## src/design/isms_pkg.sv

```systemverilog
// package for the interrupt split microframe status block: offsets, fields, resets, types
// assumes a 32-bit classic wishbone slave and one descriptor result event per cycle at most
package isms_pkg;
  localparam int UF_N = 8;
  localparam int CNT_W = 8;
  localparam int STAT_W = 3;
  localparam int FRAME_W = 5;
  localparam int UF_IDX_W = 3;
  localparam int ADR_W = 8;
  localparam int IRQ_W = 4;

  localparam logic [7:0] ADDR_RESULT = 8'h00;
  localparam logic [7:0] ADDR_CNT_LO = 8'h04;
  localparam logic [7:0] ADDR_CNT_MID = 8'h08;
  localparam logic [7:0] ADDR_CNT_HI = 8'h0c;
  localparam logic [7:0] ADDR_CTRL = 8'h10;
  localparam logic [7:0] ADDR_SUMMARY = 8'h14;
  localparam logic [7:0] ADDR_IRQ_STAT = 8'h18;
  localparam logic [7:0] ADDR_IRQ_MASK = 8'h1c;

  localparam int START_MASK_LSB = 0;
  localparam int STAT_LSB = 8;
  localparam int CSPLIT_MASK_LSB = 0;
  localparam int CNT_LO_LSB = 8;
  localparam int CNT_LO_N = 3;
  localparam int ST_ERR = 0;
  localparam int ST_BABBLE = 1;
  localparam int ST_UNDER = 2;
  localparam int CTRL_FRAME_LSB = 0;
  localparam int CTRL_DIR_IN = 8;
  localparam int CTRL_CLEAR = 9;
  localparam int SUM_ERR = 0;
  localparam int SUM_BABBLE = 1;
  localparam int IRQ_DONE = 0;
  localparam int IRQ_ERR = 1;
  localparam int IRQ_BABBLE = 2;
  localparam int IRQ_UNDER = 3;

  localparam logic [FRAME_W-1:0] RST_FRAME = 5'h00;
  localparam logic RST_DIR_IN = 1'b1;
  localparam logic [UF_N-1:0] RST_MASK = 8'h00;
  localparam logic [IRQ_W-1:0] RST_IRQ = 4'h0;

  typedef struct packed {
    logic valid;
    logic isComplete;
    logic [UF_IDX_W-1:0] uframe;
    logic [FRAME_W-1:0] frame;
    logic [CNT_W-1:0] count;
    logic txErr;
    logic babble;
    logic underrun;
  } isms_event_t;
endpackage

```

## src/design/isms_core.sv

```systemverilog
// interrupt split microframe bookkeeping: masks, per-microframe results, byte counts
// assumes a classic wishbone master and a split engine that reports one result per event
//
// How it works
// - record IN byte count only if start selection bit set and frame matches
// - each byte count is overwritten by the newest captured value
// - counts 2..0 at bits 63..56/55..48/47..40; 4,3 at 79..72/71..64
// - complete mask at bits 39..32; software sets bits, hardware clears after processing
// - mask bit position selects microframe index for start and complete splits
// - eight 3-bit results, microframe 7 at 31..29 down to microframe 0 at 10..8
// - result bit 0 flags a transaction error, for IN and OUT
// - result bit 1 flags babble, IN only
// - result bit 2 flags underrun, OUT only
// - summary babble and error flags are the OR of result bits 1 and 0
`timescale 1ns/10ps
module isms_core #(
  parameter int NUM_UFRAMES = isms_pkg::UF_N
) (
  input wire logic mclk,
  input wire logic rst_n,
  input wire logic wb_cyc_i,
  input wire logic wb_stb_i,
  input wire logic wb_we_i,
  input wire logic [isms_pkg::ADR_W-1:0] wb_adr_i,
  input wire logic [3:0] wb_sel_i,
  input wire logic [31:0] wb_dat_i,
  output logic [31:0] wb_dat_o,
  output logic wb_ack_o,
  input wire isms_pkg::isms_event_t splitEvent,
  output logic eventTaken,
  output logic sumBabble,
  output logic sumErr,
  output logic irq
);
  generate
    if (NUM_UFRAMES != isms_pkg::UF_N) begin : gBadSize
      $error("isms_core serves exactly eight microframes");
    end
  endgenerate

  logic [isms_pkg::UF_N-1:0] startMask;
  logic [isms_pkg::UF_N-1:0] startSel;
  logic [isms_pkg::UF_N-1:0] completeMask;
  logic [isms_pkg::UF_N-1:0][isms_pkg::STAT_W-1:0] result;
  logic [isms_pkg::UF_N-1:0][isms_pkg::CNT_W-1:0] rxCount;
  logic [isms_pkg::FRAME_W-1:0] frameExp;
  logic dirIn;
  logic [isms_pkg::IRQ_W-1:0] irqStat;
  logic [isms_pkg::IRQ_W-1:0] irqMask;

  logic [isms_pkg::UF_N-1:0] next_startMask;
  logic [isms_pkg::UF_N-1:0] next_startSel;
  logic [isms_pkg::UF_N-1:0] next_completeMask;
  logic [isms_pkg::UF_N-1:0][isms_pkg::STAT_W-1:0] next_result;
  logic [isms_pkg::UF_N-1:0][isms_pkg::CNT_W-1:0] next_rxCount;
  logic [isms_pkg::FRAME_W-1:0] next_frameExp;
  logic next_dirIn;
  logic [isms_pkg::IRQ_W-1:0] next_irqStat;
  logic [isms_pkg::IRQ_W-1:0] next_irqMask;
  logic [31:0] next_datO;
  logic next_ack;
  logic next_eventTaken;
  logic next_sumBabble;
  logic next_sumErr;
  logic next_irq;

  logic busReq;
  logic busWr;
  logic [31:0] byteMask;
  logic [31:0] wrBits;
  logic frameOk;
  logic startHit;
  logic completeHit;
  logic resultHit;
  logic [isms_pkg::STAT_W-1:0] newResult;
  logic [isms_pkg::IRQ_W-1:0] irqEvents;
  logic [31:0] wordResult;
  logic [31:0] wordCntLo;
  logic [31:0] wordCntMid;
  logic [31:0] wordCntHi;
  logic [isms_pkg::UF_N-1:0] errBits;
  logic [isms_pkg::UF_N-1:0] babbleBits;
  logic [isms_pkg::UF_N-1:0] ufSel;
  logic [isms_pkg::UF_N-1:0] startClr;
  logic [isms_pkg::UF_N-1:0] completeClr;
  logic [isms_pkg::UF_N-1:0] countLoad;
  logic [isms_pkg::UF_N-1:0] resultLoad;
  logic resultClear;

  // ack is dropped the cycle after it is given, so each request gets one answer
  assign busReq = wb_cyc_i & wb_stb_i & ~wb_ack_o;
  assign busWr = busReq & wb_we_i;
  assign byteMask = {{8{wb_sel_i[3]}}, {8{wb_sel_i[2]}}, {8{wb_sel_i[1]}}, {8{wb_sel_i[0]}}};
  assign wrBits = wb_dat_i & byteMask;
  assign resultClear = busWr && wb_adr_i == isms_pkg::ADDR_CTRL
                       && wb_dat_i[isms_pkg::CTRL_CLEAR] && wb_sel_i[1];

  // event qualification
  assign frameOk = splitEvent.frame == frameExp;
  assign startHit = splitEvent.valid & ~splitEvent.isComplete
                    & startMask[splitEvent.uframe] & frameOk;
  assign completeHit = splitEvent.valid & splitEvent.isComplete & dirIn
                       & completeMask[splitEvent.uframe] & frameOk;
  // OUT results arrive with the start split, IN results with the complete split
  assign resultHit = dirIn ? completeHit : startHit;
  assign newResult = {splitEvent.underrun & ~dirIn, splitEvent.babble & dirIn, splitEvent.txErr};

  // per-microframe strobes: mask bit position picks the microframe directly
  for (genvar k = 0; k < isms_pkg::UF_N; k++) begin : gUframe
    assign ufSel[k] = splitEvent.uframe == isms_pkg::UF_IDX_W'(k);
    assign startClr[k] = startHit & ufSel[k];
    assign completeClr[k] = completeHit & ufSel[k];
    assign countLoad[k] = completeClr[k] & startSel[k];
    assign resultLoad[k] = resultHit & ufSel[k];
  end

  // descriptor word images and summary sources
  always_comb begin
    wordResult = '0;
    wordCntLo = '0;
    wordCntMid = '0;
    wordCntHi = '0;
    wordResult[isms_pkg::START_MASK_LSB +: isms_pkg::UF_N] = startMask;
    wordCntLo[isms_pkg::CSPLIT_MASK_LSB +: isms_pkg::UF_N] = completeMask;
    for (int k = 0; k < isms_pkg::UF_N; k++) begin
      wordResult[isms_pkg::STAT_LSB + isms_pkg::STAT_W*k +: isms_pkg::STAT_W] = result[k];
      errBits[k] = result[k][isms_pkg::ST_ERR];
      babbleBits[k] = result[k][isms_pkg::ST_BABBLE];
    end
    for (int k = 0; k < isms_pkg::CNT_LO_N; k++) begin
      wordCntLo[isms_pkg::CNT_LO_LSB + isms_pkg::CNT_W*k +: isms_pkg::CNT_W] = rxCount[k];
    end
    for (int k = isms_pkg::CNT_LO_N; k < isms_pkg::CNT_LO_N + 4; k++) begin
      wordCntMid[isms_pkg::CNT_W*(k-isms_pkg::CNT_LO_N) +: isms_pkg::CNT_W] = rxCount[k];
    end
    wordCntHi[0 +: isms_pkg::CNT_W] = rxCount[isms_pkg::UF_N-1];
  end

  // split bookkeeping
  always_comb begin
    next_startMask = startMask;
    next_startSel = startSel;
    next_completeMask = completeMask;
    next_result = result;
    next_rxCount = rxCount;
    next_frameExp = frameExp;
    next_dirIn = dirIn;
    next_eventTaken = startHit | completeHit;
    // clear goes first, so a result landing in the same cycle is kept
    if (resultClear) begin
      next_result = '0;
      next_rxCount = '0;
      next_startSel = '0;
    end
    // hardware clears first so that a software set in the same cycle wins
    for (int k = 0; k < isms_pkg::UF_N; k++) begin
      if (startClr[k]) begin
        next_startMask[k] = 1'b0;
      end
      if (completeClr[k]) begin
        next_completeMask[k] = 1'b0;
      end
      if (countLoad[k]) begin
        next_rxCount[k] = splitEvent.count;
      end
      if (resultLoad[k]) begin
        next_result[k] = newResult;
      end
    end
    if (busWr) begin
      case (wb_adr_i)
        isms_pkg::ADDR_RESULT: begin
          // software may only raise start bits; the write is ORed in, so written zeros are ignored
          next_startMask = next_startMask | wrBits[isms_pkg::START_MASK_LSB +: isms_pkg::UF_N];
          next_startSel = next_startSel | wrBits[isms_pkg::START_MASK_LSB +: isms_pkg::UF_N];
        end
        isms_pkg::ADDR_CNT_LO: begin
          next_completeMask = next_completeMask
                              | wrBits[isms_pkg::CSPLIT_MASK_LSB +: isms_pkg::UF_N];
        end
        isms_pkg::ADDR_CTRL: begin
          if (wb_sel_i[0]) begin
            next_frameExp = wb_dat_i[isms_pkg::CTRL_FRAME_LSB +: isms_pkg::FRAME_W];
          end
          if (wb_sel_i[1]) begin
            next_dirIn = wb_dat_i[isms_pkg::CTRL_DIR_IN];
          end
        end
        default: begin
        end
      endcase
    end
  end

  always_ff @(posedge mclk or negedge rst_n) begin
    if (!rst_n) begin
      startMask <= isms_pkg::RST_MASK;
      startSel <= isms_pkg::RST_MASK;
      completeMask <= isms_pkg::RST_MASK;
      result <= '0;
      rxCount <= '0;
      frameExp <= isms_pkg::RST_FRAME;
      dirIn <= isms_pkg::RST_DIR_IN;
      eventTaken <= 1'b0;
    end else begin
      startMask <= next_startMask;
      startSel <= next_startSel;
      completeMask <= next_completeMask;
      result <= next_result;
      rxCount <= next_rxCount;
      frameExp <= next_frameExp;
      dirIn <= next_dirIn;
      eventTaken <= next_eventTaken;
    end
  end

  // summary flags trail the results by one cycle
  always_comb begin
    next_sumErr = |errBits;
    next_sumBabble = |babbleBits;
  end

  always_ff @(posedge mclk or negedge rst_n) begin
    if (!rst_n) begin
      sumErr <= 1'b0;
      sumBabble <= 1'b0;
    end else begin
      sumErr <= next_sumErr;
      sumBabble <= next_sumBabble;
    end
  end

  // interrupt status: sticky, write one to clear, a new event beats the clear
  always_comb begin
    irqEvents = '0;
    irqEvents[isms_pkg::IRQ_DONE] = startHit | completeHit;
    irqEvents[isms_pkg::IRQ_ERR] = resultHit & newResult[isms_pkg::ST_ERR];
    irqEvents[isms_pkg::IRQ_BABBLE] = resultHit & newResult[isms_pkg::ST_BABBLE];
    irqEvents[isms_pkg::IRQ_UNDER] = resultHit & newResult[isms_pkg::ST_UNDER];
    next_irqStat = irqStat;
    next_irqMask = irqMask;
    if (busWr && wb_adr_i == isms_pkg::ADDR_IRQ_STAT) begin
      next_irqStat = irqStat & ~wrBits[isms_pkg::IRQ_W-1:0];
    end
    if (busWr && wb_adr_i == isms_pkg::ADDR_IRQ_MASK && wb_sel_i[0]) begin
      next_irqMask = wb_dat_i[isms_pkg::IRQ_W-1:0];
    end
    next_irqStat = next_irqStat | irqEvents;
    next_irq = |(next_irqStat & next_irqMask);
  end

  always_ff @(posedge mclk or negedge rst_n) begin
    if (!rst_n) begin
      irqStat <= isms_pkg::RST_IRQ;
      irqMask <= isms_pkg::RST_IRQ;
      irq <= 1'b0;
    end else begin
      irqStat <= next_irqStat;
      irqMask <= next_irqMask;
      irq <= next_irq;
    end
  end

  // bus answer: one cycle after the request, unmapped reads give zero
  always_comb begin
    next_ack = busReq;
    next_datO = wb_dat_o;
    if (busReq && !wb_we_i) begin
      case (wb_adr_i)
        isms_pkg::ADDR_RESULT: next_datO = wordResult;
        isms_pkg::ADDR_CNT_LO: next_datO = wordCntLo;
        isms_pkg::ADDR_CNT_MID: next_datO = wordCntMid;
        isms_pkg::ADDR_CNT_HI: next_datO = wordCntHi;
        isms_pkg::ADDR_CTRL: begin
          next_datO = '0;
          next_datO[isms_pkg::CTRL_FRAME_LSB +: isms_pkg::FRAME_W] = frameExp;
          next_datO[isms_pkg::CTRL_DIR_IN] = dirIn;
        end
        isms_pkg::ADDR_SUMMARY: begin
          next_datO = '0;
          next_datO[isms_pkg::SUM_ERR] = sumErr;
          next_datO[isms_pkg::SUM_BABBLE] = sumBabble;
        end
        isms_pkg::ADDR_IRQ_STAT: next_datO = {{(32-isms_pkg::IRQ_W){1'b0}}, irqStat};
        isms_pkg::ADDR_IRQ_MASK: next_datO = {{(32-isms_pkg::IRQ_W){1'b0}}, irqMask};
        default: next_datO = '0;
      endcase
    end
  end

  always_ff @(posedge mclk or negedge rst_n) begin
    if (!rst_n) begin
      wb_ack_o <= 1'b0;
      wb_dat_o <= '0;
    end else begin
      wb_ack_o <= next_ack;
      wb_dat_o <= next_datO;
    end
  end
endmodule

```

## config.mk

```make
export PLATFORM = sky130hd
export DESIGN_NAME = isms_core
export DESIGN_NICKNAME = d
export VERILOG_FILES = /design/src/design/isms_pkg.sv /design/src/design/isms_core.sv
export SDC_FILE = /design/constraint.sdc
export NUM_CORES = 1
export LEC_CHECK = 0
export ABC_AREA = 1
export BUFFER_PORTS_ARGS = -buffer_cell sky130_fd_sc_hd__buf_2
export CORE_MARGIN = 1.5
export CORE_UTILIZATION = 52
export DETAILED_ROUTE_END_ITERATION = 8
export MAX_ROUTING_LAYER = met4
export PLACE_DENSITY = 0.76
export REMOVE_ABC_BUFFERS = 1
export SYNTH_ARGS = -nofsm -noshare
export SYNTH_HDL_FRONTEND = slang
export SYNTH_SLANG_ARGS = --single-unit
```

## constraint.sdc

```tcl
create_clock -name mclk -period 1.7 [get_ports mclk]
set_clock_uncertainty 0.15 [all_clocks]
set_input_delay 0.34 -clock mclk [delete_from_list [all_inputs] [get_ports mclk]]
set_output_delay 0.34 -clock mclk [all_outputs]
set_load 0.02 [all_outputs]
```

==> flow_metrics.py, run 1 <==
metrics = {
    "cells_and_area": {
        "final_util_pct": 73.2,
        "finalNetCount": 1098,
        "diodes": 0,
        "drive_gt1_share_pct": 32.8,
        "area_growth_syn_to_layout_pct": 37.2,
        "final_cells": 1221,
    },
    "yosys": {
        "synthesis.area_um2": 7410,
        "ys_seq_elements": 163,
        "synth-edff-count": 0,
        "synth_async_sr_flop_share_pct": 100,
        "ys_top_cells_by_count": "nand2_1 (190), dfrtp_1 (162), inv_1 (91), nand3_1 (91), o21ai_0 (83)",
        "synth_cells": 842,
        "yosys.area.top_type": "dfrtp_1",
        "syn_avg_cell_area_um2": 8.80,
        "ys.flop_type": "dfrtp_1",
        "synthDominantCellAreaShare_pct": 54.7,
        "ys_seq_area_share_pct": 55.1,
        "ys_types": 38,
        "synthTopCellsByArea": "dfrtp_1 (55%), nand2_1 (9.6%), nand3_1 (6.1%)",
        "synth-warning-count": 0,
        "synth_most_common_cell": "nand2_1",
    },
    "cts": {
        "cts_made_buffers": 17,
        "insertion_delay_ns": 0.45,
        "path_clk_slew_ns": 0.07,
        "root_buffer": "clkbuf_16",
        "cts_tree": "done",
        "cts_sinks": 163,
        "clock_path_buffers": 2,
        "ctsHtreeMaxLevel": 4,
    },
    "grt": {
        "grt_pass1_vias": 6852,
        "grt_remaining_overflow": 0,
        "groute.usage.overall_pct": 32.6,
        "grt_pass1_wl_mm": 35.7,
        "grt_max_degree": 42,
        "grt_antenna_before_repair": 0,
    },
    "power_and_ir_drop": {
        "power_density_nw_per_um2": 789,
        "total_power_mw": 8.01,
        "irDropWorstVdd_v": 0.000672,
        "p_leak_nw": 5.13,
    },
    "timing": {
        "setup_ws_ns": -0.307,
        "maxSlewHeadroom_pct": 53.6,
        "report.final.hold_viol_count": 1,
        "tightest_slew_ns": 0.693,
        "fin_tns_setup_ns": -21.47,
        "whs_ns": -0.000817,
        "fin_crit_sh_pct": 118,
        "slew_viol_final": 0,
        "setup_violations": 109,
        "rsz0062_at_grt": "yes",
        "max_freq_mhz": 498,
        "fin_crit_ns": 2.01,
    },
    "drt": {
        "drt-total-wl_mm": 25.7,
        "drcViolationCount": 0,
        "drtIter0Drc": 1137,
        "firstDrtPassIters": 8,
        "final_antenna_net_count": 0,
        "vias": 7503,
        "wl_per_cell_um": 21.1,
        "vias_per_cell": 6.14,
    },
    "critical_path": {
        "endpoint_kind": "register",
        "worstSetupStartpointType": "register",
        "required_ns": 1.90,
        "crit_fanout": 6,
        "critPathArrivalTime_ns": 2.21,
        "critPathKind": "reg -> reg",
    },
    "floorplanning": {
        "core_um2": 13900,
        "rows": 43,
        "dieWidth_um": 122,
        "initial_utilization_pct": 53.4,
        "ios": 107,
        "die_area_um2": 15000,
        "fp.dieH_um": 122,
    },
    "min_path": {
        "hp-class": "in -> reg",
    },
    "placement": {
        "gp_congestion": 1.04,
        "io_buffers": 82,
        "dpl.hpwl_mm": 15.4,
        "dp.cells": 1163,
    },
    "run": {
        "cap_violations": 0,
    },
    "status": {
        "status": "finished, violations left",
        "violations": "hold timing, setup timing",
    },
}
sequential cells by signal (all words and copies together), names as in the netlist, 5 cells and up:
signal        count
rxCount          64
wb_dat_o         32
babbleBits        8
completeMask      8
errBits           8
result            8
startMask         8
startSel          8
frameExp          5
worst paths after layout:
kind                       slack, ns  cells after the start                   start                 endpoint
max                            -0.31                     11  startMask[0]$_DFF_PN0_   errBits[7]$_DFFE_PN0P_
min                          -0.0008                      3             wb_dat_i[8]        dirIn$_DFFE_PN1P_
max reg2reg                    -0.31                     11  startMask[0]$_DFF_PN0_   errBits[7]$_DFFE_PN0P_
min reg2reg                     0.30                      1      wb_ack_o$_DFF_PN0_       wb_ack_o$_DFF_PN0_
max in group asynchronous       0.61                      3                   rst_n  rxCount[33]$_DFFE_PN0P_
min in group asynchronous       0.24                      2                   rst_n  rxCount[51]$_DFFE_PN0P_
metal layers:
layer	up-vias	GRT usage (%)	wire length, µm
met5	-	-	0
met4	0	12.8	1260
met3	131	6.60	2420
met2	519	49.3	12400
met1	3614	43.5	9700
li1	3239	-	-
through the flow:
| stage | area [µm²] | hold WS (ns) | worst slack [ns] |
|---|---|---|---|
| finish | 10200 | -0.000817 | -0.307 |
| global route | 10200 | 0.0155 | -0.385 |
| global placement | 8710 | 0.132 | -0.283 |
| CTS | 9450 | 0.00786 | -0.182 |
| detailed placement | 8710 | 0.135 | -0.403 |
| floorplan | 7200 | -0.106 | -0.919 |
where the power goes:
part	total, mW	internal (mW)	switching, mW
sequential	3.94	3.91	0.0267
clock	3.50	1.87	1.63
combinational	0.572	0.185	0.387
total	8.01	5.97	2.05
critical path, stage by stage (launching register included):
cell and delay, ns:
dfrtp_1 0.36, inv_1 0.07, o21ai_0 0.18, nand2_1 0.09, nand2_1 0.09, nand2_1 0.06, nand2_1 0.15, nand3_4 0.17
nand2_8 0.18, buf_6 0.14, nand2_8 0.07, o21ai_1 0.20
repair_timing:
item / in CTS / in global routing
gates cloned: 3 / 3
gates resized for setup: 35 / 138
hold buffers: 1 / 0
hold endpoints to repair: 32 / 0
pin swaps: 6 / 24
buffers inserted: 3 / 16
setup endpoints to repair: 105 / 123
area by class of cell:
| class | count | area, µm² |
|---|---|---|
| sequential | 163 | 4080 |
| fill | 925 | 3720 |
| multi-input combinational | 555 | 3450 |
| timing repair buffer | 196 | 1520 |
| clock buffer | 21 | 440 |
| inverter | 94 | 360 |
| tap | 180 | 225 |
| clock inverter | 11 | 80.1 |
| timing repair inverter | 1 | 8.76 |
placed cells by master, fill, tap and decap left out, types with 15 or more instances in the layout:
cell,count
nand3_2,37
buf_2,81
clkbuf_16,17
nand3_1,57
buf_4,85
a221oi_1,20
dfrtp_1,162
o21ai_0,51
nor2_1,36
o21ai_1,47
nand2_1,173
o22ai_1,36
buf_12,15
inv_1,90
logic make-up (layout without fill, tap and decap cells):
kind of cell,Yosys count,count (layout),synth area share [%]
AND/OR/NAND/NOR,364,369,22.6
multiplexers,1,1,0.152
buffers and inverters,129,323,7.52
flip-flops,163,163,55.1
AO/OA/AOI/OAI,184,184,14.5
XOR/XNOR,1,1,0.118
Power figures use the tool's default switching activity.
==> run 2: changes to the inputs <==
--- a/config.mk
+++ b/config.mk
@@ -9,6 +9,7 @@
 export BUFFER_PORTS_ARGS = -buffer_cell sky130_fd_sc_hd__buf_2
 export CORE_MARGIN = 1.5
 export CORE_UTILIZATION = 52
+export CTS_BUF_LIST = sky130_fd_sc_hd__clkbuf_8 sky130_fd_sc_hd__clkbuf_16
 export DETAILED_ROUTE_END_ITERATION = 8
 export MAX_ROUTING_LAYER = met4
 export PLACE_DENSITY = 0.76
==> run 2 against run 1 <==
Cell area increased by 0.31%. Final cell count is 0.25% higher. Clock-buffer cell count is 4 lower. Flip-flop and latch count unchanged. The run ends with setup timing left. Global-route usage barely moved. Largest cell class unchanged. Sequential power barely moved. Register-to-register slack about the same. Worst setup slack about the same.
==> flow_metrics.py, run 2 (synthesis results as in run 1) <==
metrics = {
    "power_and_ir_drop": {
        "p_sw_share_pct": 25.5,
        "p_switching_mw": 2.03,
        "power_density_nw_per_um2": 783,
        "irDropWorstVdd_v": 0.000742,
        "power_frac_seq_pct": 49.4,
        "power.share.combinational_pct": 7.2,
        "p_leak_nw": 5.17,
        "intPower_mw": 5.95,
        "p_clk_share_pct": 43.4,
    },
    "cts": {
        "path_clk_slew_ns": 0.06,
        "cts_made_buffers": 17,
        "insertion_delay_ns": 0.44,
        "cts_sinks": 163,
        "cts_tree": "done",
        "clock_path_buffers": 2,
        "root_buffer": "clkbuf_16",
        "ctsHtreeMaxLevel": 4,
    },
    "critical_path": {
        "worstPathCellList": "inv_2 > nand2_1 > nand2_1 > nor2_2 > nand3_4 > nor2_4 > nand2_4 > inv_8 > buf_6 > nand3_4 > nand2_4 > o22ai_1",
        "r2r_end": "rxCount[1]$_DFFE_PN0P_",
        "endpoint_kind": "register",
        "critPathArrivalTime_ns": 2.16,
        "r2r-start": "frameExp[2]$_DFFE_PN0P_",
        "cp_slowest_stage_delay_ns": 0.38,
        "required_ns": 1.85,
        "worstSetupStartpointType": "register",
        "crit_slowest_cell": "dfrtp_1",
        "critPathKind": "reg -> reg",
        "rrSetupSlack_ns": -0.31,
        "r2r_cells": 12,
        "crit_fanout": 8,
    },
    "drt": {
        "met1_length_mm": 9.91,
        "drcViolationCount": 0,
        "dr_wl_met3_mm": 2.29,
        "wl_met2_mm": 12.4,
        "drt-total-wl_mm": 25.8,
        "firstDrtPassIters": 6,
        "wl_per_cell_um": 21.1,
        "highest_layer": "met4",
        "vias_per_cell": 6.14,
        "final_antenna_net_count": 0,
        "drtIter0Drc": 1153,
        "vias": 7515,
    },
    "timing": {
        "fin_tns_setup_ns": -21.51,
        "setup_violations": 109,
        "fin_crit_ns": 2.01,
        "maxSlewHeadroom_pct": 55.3,
        "tightest_slew_ns": 0.669,
        "fin_crit_sh_pct": 118,
        "slew_viol_final": 0,
        "report.final.hold_viol_count": 0,
        "max_freq_mhz": 498,
        "whs_ns": 0.00238,
        "setup_ws_ns": -0.307,
        "rsz0062_at_grt": "yes",
    },
    "floorplanning": {
        "dieWidth_um": 122,
        "rows": 43,
        "core_um2": 13900,
        "fp.dieH_um": 122,
        "initial_utilization_pct": 53.4,
        "die_area_um2": 15000,
        "ios": 107,
    },
    "cells_and_area": {
        "largest_reg_flops": 64,
        "diodes": 0,
        "drive_gt1_share_pct": 32.9,
        "reg.largest.list": "rxCount x64, wb_dat_o x32",
        "final_common_cell": "nand2_1",
        "final_util_pct": 73.4,
        "top_register": "rxCount",
        "layout_common_cells": "nand2_1 (173), dfrtp_1 (162), inv_1 (94), buf_4 (88), buf_2 (81)",
        "finalNetCount": 1101,
        "area_growth_syn_to_layout_pct": 37.7,
    },
    "min_path": {
        "hold_path_end": "dirIn$_DFFE_PN1P_",
        "hold_start": "wb_dat_i[8]",
        "hp-class": "in -> reg",
        "whs_path_depth": 3,
    },
    "grt": {
        "grt_antenna_before_repair": 0,
        "groute.usage.overall_pct": 32.6,
        "grt_pass1_wl_mm": 35.7,
        "grt_max_degree": 42,
        "grt_pass1_vias": 6855,
        "grt_remaining_overflow": 0,
    },
    "status": {
        "violations": "setup timing",
        "status": "finished, violations left",
    },
    "placement": {
        "dpl.hpwl_mm": 15.4,
        "gp_congestion": 1.04,
        "io_buffers": 82,
    },
    "run": {
        "cap_violations": 0,
    },
}
## run 2: final cells by class
cell class / instances / area, µm²
clock buffers: 17 / 425
clock inverters: 15 / 95.1
fillers: 925 / 3690
inverters: 94 / 360
multi-input cells: 555 / 3460
flip-flops and latches: 163 / 4080
well taps: 180 / 225
repair buffers: 199 / 1540
repair inverters: 1 / 8.76
## run 2: through the flow
step	setup slack, ns	instance area, µm²	total power [mW]	std cells
2_1_floorplan	-0.919	7200	4.16	807
3_3_place_gp	-0.283	8710	4.49	1163
3_5_place_dp	-0.403	8710	4.50	1163
4_1_cts	-0.182	9460	7.87	1202
5_1_grt	-0.387	10200	8.19	1224
6_report	-0.307	10200	7.98	1224
## run 2: power by group through the flow
| stage | clock (mW) | combinational [mW] | sequential, mW |
|---|---|---|---|
| after floorplan | 0 | 0.145 | 4.02 |
| after detailed placement | 0 | 0.489 | 4.01 |
| after CTS | 3.43 | 0.507 | 3.94 |
| after global placement | 0 | 0.480 | 4.01 |
| final | 3.47 | 0.572 | 3.94 |
| after global routing | 3.63 | 0.615 | 3.94 |
## run 2: worst max path at each step
stage / start / endpoint / slack, ns / depth (start not counted)
after detailed placement: splitEvent[16] / result[5]$_DFFE_PN0P_ / -0.40 / 12
after CTS: frameExp[1]$_DFFE_PN0P_ / rxCount[0]$_DFFE_PN0P_ / -0.18 / 11
after floorplan: wb_adr_i[3] / rxCount[32]$_DFFE_PN0P_ / -0.92 / 6
after global routing: frameExp[0]$_DFFE_PN0P_ / rxCount[1]$_DFFE_PN0P_ / -0.39 / 12
after global placement: splitEvent[16] / errBits[1]$_DFFE_PN0P_ / -0.28 / 12
final: frameExp[2]$_DFFE_PN0P_ / rxCount[1]$_DFFE_PN0P_ / -0.31 / 12
## run 2: timing repair
action	4_1_cts	5_1_grt
gates cloned	3	3
buffers inserted	3	19
pin swaps	6	26
endpoints found under the hold margin	32	0
hold buffers	1	0
endpoints found under the setup margin	105	123
resized for setup	36	138
## run 2: routing by layer
metal,vias up,global-route usage (%)
met2,516,49.4
met5,-,-
li1,3252,-
met4,0,13.1
met1,3630,43.4
met3,117,6.18
## run 2: worst max-delay path: cells and delay by family, from the launching register on
family	cells	cell delay [ns]
DFF	1	0.38
AOI/OAI and AO/OA	1	0.09
and+or+nand+nor	8	0.98
buffers and inverters	3	0.27
==> run 3: changes to the inputs <==
--- a/config.mk
+++ b/config.mk
@@ -8,11 +8,11 @@
 export ABC_AREA = 1
 export BUFFER_PORTS_ARGS = -buffer_cell sky130_fd_sc_hd__buf_2
 export CORE_MARGIN = 1.5
-export CORE_UTILIZATION = 52
+export CORE_UTILIZATION = 62
 export CTS_BUF_LIST = sky130_fd_sc_hd__clkbuf_8 sky130_fd_sc_hd__clkbuf_16
 export DETAILED_ROUTE_END_ITERATION = 8
 export MAX_ROUTING_LAYER = met4
-export PLACE_DENSITY = 0.76
+export PLACE_DENSITY = 0.86
 export REMOVE_ABC_BUFFERS = 1
 export SYNTH_ARGS = -nofsm -noshare
 export SYNTH_HDL_FRONTEND = slang
==> constraint.sdc (replaced) <==
create_clock -name mclk -period 2.6 [get_ports mclk]
set_clock_uncertainty 0.15 [all_clocks]
set_input_delay 0.52 -clock mclk [delete_from_list [all_inputs] [get_ports mclk]]
set_output_delay 0.52 -clock mclk [all_outputs]
set_load 0.02 [all_outputs]
==> run 3 against run 2 <==
The run now ends clean. Worst setup slack improved by 0.73 ns. Sequential power decreased by 35%. Hold slack improved by 0.16 ns. Clock power decreased by 22%. Via count decreased by 10%. Die area decreased by 16%. Clock-buffer cell count increased by 2. Largest cell class unchanged. Highest routed layer unchanged.
==> flow_metrics.py, run 3 (synthesis results as in run 1) <==
metrics = {
    "critical_path": {
        "required_ns": 2.76,
        "critPathLaunch": "frameExp[0]$_DFFE_PN0P_",
        "rrSetupSlack_ns": 0.42,
        "endpoint_kind": "register",
        "r2r-start": "frameExp[0]$_DFFE_PN0P_",
        "r2r_cells": 12,
        "crit_fanout": 11,
        "critPathArrivalTime_ns": 2.34,
        "crit_path_end": "rxCount[31]$_DFFE_PN0P_",
        "r2r_end": "rxCount[31]$_DFFE_PN0P_",
        "worstSetupStartpointType": "register",
        "critPathKind": "reg -> reg",
    },
    "placement": {
        "placed_area_um2": 8080,
        "gp_congestion": 0.966,
        "dpl.hpwl_mm": 13.9,
        "io_buffers": 82,
        "post-place-ws_ns": 0.227,
    },
    "cts": {
        "cts_resized": 0,
        "ctsHtreeMaxLevel": 4,
        "root_buffer": "clkbuf_16",
        "insertion_delay_ns": 0.44,
        "path_clk_slew_ns": 0.06,
        "cts_made_buffers": 17,
        "clock_path_buffers": 2,
        "cts_sinks": 163,
        "cts_tree": "done",
    },
    "grt": {
        "grt_max_degree": 69,
        "groute.usage.overall_pct": 35.7,
        "gr-usage-met1_pct": 46.4,
        "grt_pass1_wl_mm": 33.7,
        "grt_remaining_overflow": 0,
        "grt_antenna_before_repair": 0,
        "use_met2_pct": 55.4,
        "use_met3_pct": 7.24,
        "busiest_layer": "met2",
        "grt_pass1_vias": 6627,
    },
    "timing": {
        "fin_crit_sh_pct": 83.8,
        "tightest_slew_ns": 0.722,
        "rsz0062_at_grt": "no",
        "setup_ws_ns": 0.421,
        "setup_violations": 0,
        "slew_viol_final": 0,
        "max_freq_mhz": 459,
        "fin_tns_setup_ns": 0,
        "whs_ns": 0.165,
        "report.final.hold_viol_count": 0,
        "fin_crit_ns": 2.18,
        "maxSlewHeadroom_pct": 51.8,
    },
    "cells_and_area": {
        "diodes": 0,
        "drive_gt1_share_pct": 17.8,
        "top_register": "rxCount",
        "fin_area_um2": 8720,
        "fillCellCount": 813,
        "regArea_um2": 4080,
        "layout_common_cells": "nand2_1 (190), dfrtp_1 (162), inv_1 (92), nand3_1 (91), o21ai_0 (83)",
        "finalNetCount": 1006,
        "multiInputGateArea_um2": 2770,
        "largest_reg_flops": 64,
        "area_growth_syn_to_layout_pct": 17.8,
        "final_common_cell": "nand2_1",
        "reg.largest.list": "rxCount x64, wb_dat_o x32",
    },
    "status": {
        "status": "finished, final reports clean",
    },
    "floorplanning": {
        "core_um2": 11500,
        "fp.dieH_um": 112,
        "dieWidth_um": 112,
        "ios": 107,
        "rows": 39,
        "initial_utilization_pct": 64.3,
        "die_area_um2": 12600,
    },
    "min_path": {
        "hp-class": "in -> reg",
    },
    "drt": {
        "drt-total-wl_mm": 20.6,
        "drtIter0Drc": 786,
        "final_antenna_net_count": 0,
        "firstDrtPassIters": 7,
        "wl_per_cell_um": 18.9,
        "vias_per_cell": 6.19,
        "drcViolationCount": 0,
        "vias": 6758,
    },
    "power_and_ir_drop": {
        "power_density_nw_per_um2": 636,
        "irDropWorstVdd_v": 0.000373,
        "p_leak_nw": 4.59,
        "total_power_mw": 5.55,
    },
    "run": {
        "cap_violations": 0,
    },
}
==> run 3: cell count changes in the layout (fill, tap and decap cells not counted), sizes merged <==
cell / delta
clkinv: +2
inv: -7
clkbuf: +2
buf: -89
clkinvlp: -2
bufinv: +4
nand2: -1
nand3: -4
==> run 3: layout make-up <==
cell class              count  area share, %
clock buffers              19           5.19
clock inverters            13           2.11
inverters                  94           4.07
multi-input cells         550           31.7
flip-flops and latches    163           46.8
well taps                 143           2.05
repair buffers            110           8.07
==> run 3: critical path, cell delays in order, from the launching register on <==
cell and delay (ns):
dfrtp_1 0.42, inv_1 0.06, nand2_1 0.05, nand2_1 0.05
nor2_1 0.14, nand3_2 0.15, nor2_4 0.15, nand2_4 0.11
inv_4 0.20, nand3_2 0.22, buf_4 0.23, nand3_1 0.06
o21ai_1 0.07
==> run 3: where the power goes <==
group          total (mW)  switching (mW)  internal, mW
logic               0.275           0.198        0.0767
registers            2.57          0.0150          2.56
clock network        2.70            1.04          1.66
==> run 3: worst min path at each step <==
stage,start,endpoint,slack [ns],cells past startpoint
2_1_floorplan,rst_n,babbleBits[0]$_DFFE_PN0P_,0.07,0
3_3_place_gp,wb_dat_o[16]$_DFFE_PN0P_,wb_dat_o[16]$_DFFE_PN0P_,0.31,2
3_5_place_dp,wb_dat_o[11]$_DFFE_PN0P_,wb_dat_o[11]$_DFFE_PN0P_,0.32,2
4_1_cts,wb_dat_i[8],dirIn$_DFFE_PN1P_,0.16,3
5_1_grt,wb_dat_i[8],dirIn$_DFFE_PN1P_,0.20,3
6_report,wb_dat_i[8],dirIn$_DFFE_PN1P_,0.17,3
==> run 3: timing repair <==
item	4_1_cts	5_1_grt
buffers inserted	0	0
hold buffers	1	0
endpoints found under the hold margin	49	0
==> run 3: per-stage QoR <==
step	instances	utilization, %
after global placement	1059	70.1
after floorplan	807	-
after detailed placement	1059	70.1
after global routing	1092	75.8
final	1092	75.8
after CTS	1092	75.8
==> run 3: layer usage <==
layer,up-vias,wire (µm)
met3,59,1730
met2,377,9890
met5,-,0
met1,3277,8380
li1,3045,-
met4,0,633
